$ cat src/pdmacq_pkg.sv
// Package with constants and types of the PDM microphone acquisition block.
package pdmacq_pkg;

	// Structure sizes.
	localparam int NUM_LINES = 2;
	localparam int NUM_MICS  = 4;
	localparam int PCM_W     = 16;

	// Clock timing: half period of the master bit clock.
	localparam int CLK_PERIOD_NS = 4;
	localparam int BIT_HALF_NS   = 160;
	localparam int BIT_HALF_CYC  = (BIT_HALF_NS + CLK_PERIOD_NS - 1) / CLK_PERIOD_NS;
	localparam int DIV_W         = 8;
	localparam logic [DIV_W-1:0] DIV_LAST = DIV_W'(BIT_HALF_CYC - 1);
	localparam logic [DIV_W-1:0] DIV_RST  = 8'h00;

	// Decimation filter: third order, decimation by 64.
	localparam int CIC_W   = 20;
	localparam int DEC_W   = 6;
	localparam logic [DEC_W-1:0] DEC_LAST = 6'h3f;
	localparam logic [DEC_W-1:0] DEC_RST  = 6'h00;
	localparam int PCM_LSB = CIC_W - PCM_W;

	// Acquisition modes.
	typedef enum logic [1:0] {
		PDMACQ_MODE_SDF,
		PDMACQ_MODE_SERIAL,
		PDMACQ_MODE_SINGLE
	} pdmacq_mode_e;

	// One PCM sample per microphone plus the mask of microphones in use.
	typedef struct packed {
		logic [NUM_MICS-1:0][PCM_W-1:0] pcm;
		logic [NUM_MICS-1:0]            active;
	} pdmacq_frame_s;

	// Bits of one microphone clock period, split per microphone.
	typedef struct packed {
		logic [NUM_MICS-1:0] bits;
		logic [NUM_MICS-1:0] valid;
	} pdmacq_bits_s;

endpackage

$ cat src/pdmacq_cic.sv
// Third-order decimating filter turning one pulse-density stream into PCM.
`timescale 1ns/1ps
`default_nettype none
module pdmacq_cic
	import pdmacq_pkg::*;
(
	// Clock and reset.
	input  wire logic             clk,
	input  wire logic             rst,
	input  wire logic             clear,
	// Pulse-density input.
	input  wire logic             in_valid,
	input  wire logic             in_bit,
	// PCM output.
	output logic [PCM_W-1:0]      pcm_reg,
	output logic                  pcm_valid_reg
);

	logic signed [CIC_W-1:0] integ_reg [3];
	logic signed [CIC_W-1:0] integ_next [3];
	logic signed [CIC_W-1:0] dly_reg [3];
	logic signed [CIC_W-1:0] dly_next [3];
	logic [DEC_W-1:0]        dec_reg;
	logic [DEC_W-1:0]        dec_next;
	logic [PCM_W-1:0]        pcm_next;
	logic                    pcm_valid_next;

	////////////////////////////////////////////////////////////////////////////////
	// Integrators run at the bit rate, combs at the decimated rate.
	// The register width carries the full gain of 64 cubed, so the comb output is exact even though the integrators wrap.
	// Clearing also zeroes the output, so an idle microphone reads as silence in a frame.
	always_comb
	begin
		logic signed [CIC_W-1:0] stage;
		stage          = '0;
		integ_next     = integ_reg;
		dly_next       = dly_reg;
		dec_next       = dec_reg;
		pcm_next       = pcm_reg;
		pcm_valid_next = 1'b0;
		if (clear)
		begin
			for (int i = 0; i < 3; i++)
			begin
				integ_next[i] = '0;
				dly_next[i]   = '0;
			end
			dec_next = DEC_RST;
			pcm_next = '0;
		end
		else if (in_valid)
		begin
			integ_next[0] = integ_reg[0] + (in_bit ? CIC_W'(1) : -CIC_W'(1));
			integ_next[1] = integ_reg[1] + integ_next[0];
			integ_next[2] = integ_reg[2] + integ_next[1];
			dec_next      = dec_reg + 6'h01;
			if (dec_reg == DEC_LAST)
			begin
				stage = integ_next[2];
				for (int i = 0; i < 3; i++)
				begin
					dly_next[i] = stage;
					stage       = stage - dly_reg[i];
				end
				pcm_next       = stage[CIC_W-1:PCM_LSB];
				pcm_valid_next = 1'b1;
			end
		end
	end

	// Registers of the filter.
	always_ff @(posedge clk)
	begin
		if (rst)
		begin
			for (int i = 0; i < 3; i++)
			begin
				integ_reg[i] <= '0;
				dly_reg[i]   <= '0;
			end
			dec_reg       <= DEC_RST;
			pcm_reg       <= '0;
			pcm_valid_reg <= 1'b0;
		end
		else
		begin
			integ_reg     <= integ_next;
			dly_reg       <= dly_next;
			dec_reg       <= dec_next;
			pcm_reg       <= pcm_next;
			pcm_valid_reg <= pcm_valid_next;
		end
	end

endmodule // pdmacq_cic
`default_nettype wire

$ cat src/pdmacq_top.sv
// Top of the PDM microphone acquisition block: clocks, edge capture, split, filters and DMA hand-off.
`timescale 1ns/1ps
`default_nettype none
module pdmacq_top
	import pdmacq_pkg::*;
(
	// Clock and reset.
	input  wire logic                 clk,
	input  wire logic                 rst,
	// Static configuration from the host.
	input  wire logic                 enable,
	input  wire pdmacq_mode_e         mode,
	input  wire logic [NUM_LINES-1:0] line_en,
	// Microphone pins.
	input  wire logic [NUM_LINES-1:0] pdm_data,
	output logic                      mic_clk_reg,
	output logic                      bit_clk_reg,
	// DMA hand-off.
	output pdmacq_frame_s             frame_reg,
	output logic                      dma_req_reg,
	input  wire logic                 dma_ack,
	output logic                      overrun_reg
);

	////////////////////////////////////////////////////////////////////////////////
	// Pin synchroniser: the first stage is read only by the second.
	logic [NUM_LINES-1:0] data_meta_reg;
	logic [NUM_LINES-1:0] data_sync_reg;

	always_ff @(posedge clk)
	begin
		if (rst)
		begin
			data_meta_reg <= '0;
			data_sync_reg <= '0;
		end
		else
		begin
			data_meta_reg <= pdm_data;
			data_sync_reg <= data_meta_reg;
		end
	end

	////////////////////////////////////////////////////////////////////////////////
	// Clock generation. The bit clock toggles every BIT_HALF_CYC cycles; the
	// microphone clock is the bit clock halved, except in single-mic mode where
	// the bit clock itself drives the microphone.
	logic [DIV_W-1:0] div_reg;
	logic [DIV_W-1:0] div_next;
	logic             bit_clk_next;
	logic             mic_clk_next;
	logic             tick;

	always_comb
	begin
		tick         = enable && (div_reg == DIV_LAST);
		div_next     = (!enable || tick) ? DIV_RST : div_reg + 8'h01;
		bit_clk_next = enable ? (bit_clk_reg ^ tick) : 1'b0;
		mic_clk_next = mic_clk_reg;
		if (!enable)
			mic_clk_next = 1'b0;
		else if (mode == PDMACQ_MODE_SINGLE)
			mic_clk_next = bit_clk_next;
		else if (tick && !bit_clk_reg)
			mic_clk_next = ~mic_clk_reg;
	end

	// Clock registers drive the pins directly, so both clocks are glitch free.
	always_ff @(posedge clk)
	begin
		if (rst)
		begin
			div_reg     <= DIV_RST;
			bit_clk_reg <= 1'b0;
			mic_clk_reg <= 1'b0;
		end
		else
		begin
			div_reg     <= div_next;
			bit_clk_reg <= bit_clk_next;
			mic_clk_reg <= mic_clk_next;
		end
	end

	////////////////////////////////////////////////////////////////////////////////
	// Edge capture and split. Outside single-mic mode one bit is taken per line at every microphone
	// clock edge, which is one bit per bit-clock rising edge in serial mode; single-mic mode takes line 0 at the rise only.
	// Line 0 carries mics 0 and 1, line 1 carries mics 2 and 3; the even mic of a
	// pair is the rising-edge one. Rising bits are held until the falling bit of
	// the same period arrives, so the pair leaves together and stays aligned.
	logic                 mic_rise;
	logic                 mic_fall;
	logic [NUM_LINES-1:0] rise_bits_reg;
	logic [NUM_LINES-1:0] rise_bits_next;
	logic [NUM_MICS-1:0]  active;
	pdmacq_bits_s         split_reg;
	pdmacq_bits_s         split_next;

	always_comb
	begin
		mic_rise       = mic_clk_next && !mic_clk_reg;
		mic_fall       = !mic_clk_next && mic_clk_reg;
		rise_bits_next = mic_rise ? data_sync_reg : rise_bits_reg;
		split_next     = '0;
		if (mode == PDMACQ_MODE_SINGLE)
			active = {{(NUM_MICS-1){1'b0}}, 1'b1};
		else
			active = {{2{line_en[1]}}, {2{line_en[0]}}};
		if (mode == PDMACQ_MODE_SINGLE)
		begin
			split_next.bits[0]  = data_sync_reg[0];
			split_next.valid[0] = mic_rise;
		end
		else if (mic_fall)
		begin
			for (int l = 0; l < NUM_LINES; l++)
			begin
				split_next.bits[2*l]    = rise_bits_reg[l];
				split_next.bits[2*l+1]  = data_sync_reg[l];
				split_next.valid[2*l]   = active[2*l];
				split_next.valid[2*l+1] = active[2*l+1];
			end
		end
	end

	// Registers of the capture stage.
	always_ff @(posedge clk)
	begin
		if (rst)
		begin
			rise_bits_reg <= '0;
			split_reg     <= '0;
		end
		else
		begin
			rise_bits_reg <= rise_bits_next;
			split_reg     <= split_next;
		end
	end

	////////////////////////////////////////////////////////////////////////////////
	// One decimation filter per microphone. All active filters see their bits in the same
	// cycle, so their outputs appear together and share one frame.
	logic [NUM_MICS-1:0][PCM_W-1:0] pcm;
	logic [NUM_MICS-1:0]            pcm_valid;

	genvar m;
	generate
		for (m = 0; m < NUM_MICS; m++)
		begin : g_mic
			pdmacq_cic u_cic (
				.clk           (clk),
				.rst           (rst),
				.clear         (!enable || !active[m]),
				.in_valid      (split_reg.valid[m]),
				.in_bit        (split_reg.bits[m]),
				.pcm_reg       (pcm[m]),
				.pcm_valid_reg (pcm_valid[m])
			);
		end
	endgenerate

	////////////////////////////////////////////////////////////////////////////////
	// DMA hand-off. A frame is offered with a request that stands until acknowledged.
	// A new frame while one is pending replaces it and sets the sticky overrun
	// flag; replacing keeps the newest audio, at the cost of a lost frame.
	logic          new_frame;
	logic          dma_req_next;
	logic          overrun_next;
	pdmacq_frame_s frame_next;

	always_comb
	begin
		new_frame    = |(pcm_valid & active);
		frame_next   = frame_reg;
		dma_req_next = dma_req_reg && !dma_ack;
		overrun_next = overrun_reg && enable;
		if (new_frame)
		begin
			frame_next.pcm    = pcm;
			frame_next.active = active;
			dma_req_next      = 1'b1;
			if (dma_req_reg && !dma_ack)
				overrun_next = 1'b1;
		end
	end

	// Registers of the hand-off.
	always_ff @(posedge clk)
	begin
		if (rst)
		begin
			frame_reg   <= '0;
			dma_req_reg <= 1'b0;
			overrun_reg <= 1'b0;
		end
		else
		begin
			frame_reg   <= frame_next;
			dma_req_reg <= dma_req_next;
			overrun_reg <= overrun_next;
		end
	end

endmodule // pdmacq_top
`default_nettype wire
$ cat config.mk
export PLATFORM = sky130hd
export DESIGN_NAME = pdmacq_top
export DESIGN_NICKNAME = d
export VERILOG_FILES = /design/src/pdmacq_pkg.sv /design/src/pdmacq_cic.sv /design/src/pdmacq_top.sv
export SDC_FILE = /design/constraint.sdc
export NUM_CORES = 2
export LEC_CHECK = 0
export BUFFER_PORTS_ARGS = -buffer_cell sky130_fd_sc_hd__buf_2
export CAP_MARGIN = 20
export CORE_ASPECT_RATIO = 1.75
export CORE_MARGIN = 2
export CORE_UTILIZATION = 41
export DETAILED_ROUTE_END_ITERATION = 7
export PLACE_DENSITY_LB_ADDON = 0.05
export SLEW_MARGIN = 30
export SYNTH_ARGS = -nofsm -noshare
export SYNTH_HDL_FRONTEND = slang
export SYNTH_HIERARCHICAL = 1
export SYNTH_SLANG_ARGS = --single-unit
$ cat constraint.sdc
create_clock -name clk -period 8 [get_ports clk]
set_input_delay 0.8 -clock clk [delete_from_list [all_inputs] [get_ports clk]]
set_output_delay 0.8 -clock clk [all_outputs]
set_load 0.05 [all_outputs]
==> summary.txt <==
Run status
  • Failing checks: negative setup slack
  • Status: finished with violations

Yosys
  • Mean post-synth cell area: 8.00 um2
  • Synth Warn #: 6
  • Ys flop type: dfxtp_1
  • Post-synth EDFFs: 0
  • Post-Syn Nets: roughly 6000
  • Post-synthesis async set-or-reset flop share: 0
  • Synth cell types: 94
  • Post-Syn Area: between 0.04 and 0.05 mm2
  • Sequential fraction of the synthesis area: 0.299
  • Flop and latch count out of synthesis: 664
  • Cells after synthesis: 5562

Drt
  • Drt first pass iters: 5
  • # DRC: 0
  • DRT Wirelength: 121000 um
  • WL/cell: roughly 15 um
  • Vias: between 40000 and 50000
  • Vias/cell: 5.17
  • Antenna-violating nets left: 0
  • DR iter-0 viols: 1208

STA
  • PnR worst setup slack: -0.298 ns
  • Worst Tran Pin Value: 0.873 ns
  • # setup viols final: 3
  • Slew HR: 0.418
  • Tcrit/Tclk final: 1.04
  • Final hold viol count: 0
  • Shortest period the worst path allows: 8.30 ns
  • Max Freq: 121 MHz
  • Final Max Tran Viols: 0
  • Fin Clk Skew: 0.0287 ns
  • RSZ-0062 raised after global routing: yes

Global routing
  • First-pass GRT wire length: between 150000 and 200000 um
  • Gr usage total: 0.212
  • Gr ovfl total: 0
  • Largest net degree at the start of global routing: 97
  • Initial antenna violation count: 5
  • Vias in the first global route: about 41000

Finish
  • P&R area growth vs syn: 33.8%
  • Layout cell share with drive strength beyond 1: 0.272
  • Most frequent cells in the layout: buf_4 (1003), dfxtp_1 (654), nand2_1 (651), nor2_1 (482), a21oi_1 (453)
  • Area occupied by multi-input gates: 0.0321 mm2
  • Non-filler cells, final: 7973
  • Final #Nets: 7028
  • Storage cell area: 0.0133 mm2
  • Util after Layout: 0.554
  • Most common cell after layout, fill and taps aside: buf_4
  • Fillers: 10200

Clocking
  • CTS Buf Count: 73
  • Insertion delay to the later sink of the worst-skew pair: 0.67 ns
  • H-Tree Depth: 3
  • TritonCTS clock tree: built
  • Clk slew on worst S/H paths: around 0.070 ns
  • CTS root buf: clkbuf_16
  • CTS Hold Bufs: 0
  • Largest buffer count on any clock path: 3
  • Clk sinks: 664

Placed design
  • Routability cong.: 0.815
  • Dpl ws: -0.701 ns
  • Placed Cells: 7679
  • Final HPWL DP: 86200 um
  • Port bufs: 81

Setup path
  • Reg2reg path depth: 43
  • Slowest cell on crit path: dfxtp_4
  • Reg-to-reg startpoint: split_reg[6]$_SDFF_PP0_
  • Most used cell, CP: a21o_1
  • Crit Path Category: reg2reg
  • Slowest cell delay on critical path: 0.39 ns
  • Critical Path Source Type: flip-flop
  • Critical Path AT: 8.86 ns
  • Crit end category: flip-flop
  • Reg-to-reg critical path endpoint: g_mic[2].u_cic/pcm_reg[15]$_SDFFE_PP0P_
  • Worst R2R Setup Slack: -0.30 ns
  • WP data required: 8.56 ns
  • Crit path max fanout: 4

Power and ir drop
  • Total power: 7160 uW
  • Pwr dens: 120 mW/mm2
  • P_leak: 0.0237 uW
  • Peak supply drop: 0.000168 V

Floorplan
  • Core Area: 0.107 mm2
  • Die area: 0.111 mm2
  • Chip height: roughly 440 um
  • Starting Density: 0.414
  • DIE WIDTH: between 200 and 300 um
  • # rows: 159
  • I/O Pins: between 80 and 90

Min path
  • Min-Delay Path Depth: 2
  • WHS Endpoint: data_meta_reg[0]$_SDFF_PP0_
  • HP Class: in2reg
  • Min-delay src: pdm_data[0]

Flow run
  • Total of max-cap violations: 0
## stage by stage
stage          setup TNS [ns]  instance area (um2)  hold WS (ns)
2_1_floorplan               0                44700         0.414
3_3_place_gp            -3.44                52600         0.421
3_5_place_dp            -4.53                52600         0.431
4_1_cts                -0.836                56300         0.302
5_1_grt                 -5.39                59500         0.344
6_report               -0.675                59500         0.359
## cells in the mapped netlist (all sizes together) (40+ instances only)
cell,count,area (um2)
a211oi,96,736
a21boi,47,353
a21o,101,763
a21oi,530,2660
and2,40,255
buf,46,233
clkbuf,155,582
dfxtp,664,13300
ha,454,5680
inv,406,1520
mux2i,253,2530
nand2,665,2500
nand2b,172,1080
nand3,104,521
nor2,530,1990
nor2b,59,369
nor3,108,541
o21a,82,616
o21ai,196,981
or3,49,307
xnor2,265,2350
xor2,94,831
## how the worst max path moves through the flow
stage                                  startpoint                                 endpoint  slack [ns]  cells past startpoint
after detailed placement  split_reg[6]$_SDFF_PP0_  g_mic[2].u_cic/pcm_reg[15]$_SDFFE_PP0P_       -0.70                     45
final                     split_reg[6]$_SDFF_PP0_  g_mic[2].u_cic/pcm_reg[15]$_SDFFE_PP0P_       -0.30                     43
after global routing      split_reg[6]$_SDFF_PP0_  g_mic[2].u_cic/pcm_reg[15]$_SDFFE_PP0P_       -0.77                     43
after global placement    split_reg[6]$_SDFF_PP0_  g_mic[2].u_cic/pcm_reg[15]$_SDFFE_PP0P_       -0.69                     45
after CTS                 split_reg[6]$_SDFF_PP0_  g_mic[2].u_cic/pcm_reg[15]$_SDFFE_PP0P_       -0.42                     45
after floorplan           split_reg[5]$_SDFF_PP0_  g_mic[1].u_cic/pcm_reg[15]$_SDFFE_PP0P_        0.01                     43
## cell families after synthesis
| logic type | count (synthesis) | synth area share |
|---|---|---|
| muxes | 257 | 0.0581 |
| and+or+nand+nor | 1877 | 0.193 |
| xor gates and xnor gates | 365 | 0.0747 |
| AOI/OAI and AO/OA | 1318 | 0.186 |
| buffers and inverters | 607 | 0.0525 |
| adders and majority gates | 474 | 0.137 |
| DFF | 664 | 0.299 |
## where the power goes
part / total [uW] / internal (uW) / switching (uW) / leakage (uW)
registers: 3310 / 3300 / 1.24 / 0.00535
logic: 164 / 61.8 / 103 / 0.0171
clock network: 3690 / 2160 / 1530 / 0.00125
## critical path: cells and delay by family, from the launching register on
family	cells	cell delay (ns)
flip-flops	1	0.39
AO/OA/AOI/OAI	16	3.05
multiplexers	1	0.25
adder cells (fa/ha/maj)	6	1.64
AND/OR/NAND/NOR	10	1.42
buffers and inverters	5	0.64
XOR/XNOR	5	0.80
## per-layer routing
metal	vias up	share of wire	track usage
met1	19500	0.41	0.224
met5	-	0.00011	0
li1	21200	-	-
met3	146	0.024	0.0232
met2	347	0.55	0.431
met4	2	0.021	0.0613
## repair_timing
action | 4_1_cts | 5_1_grt
pin swaps | 163 | 346
endpoints found under the setup margin | 19 | 28
gates resized for setup | 166 | 484
buffers inserted | 62 | 96
## area by class of cell
type / count / share of cell area
clock inverters: 33 / 0.00767
flip-flops and latches: 664 / 0.224
repair buffers: 1108 / 0.138
multi-input cells: 4291 / 0.540
clock buffers: 99 / 0.0356
well taps: 1368 / 0.0287
inverters: 406 / 0.0259
diodes: 4 / 0.000168
No activity file was read; power rests on OpenSTA's default activity.
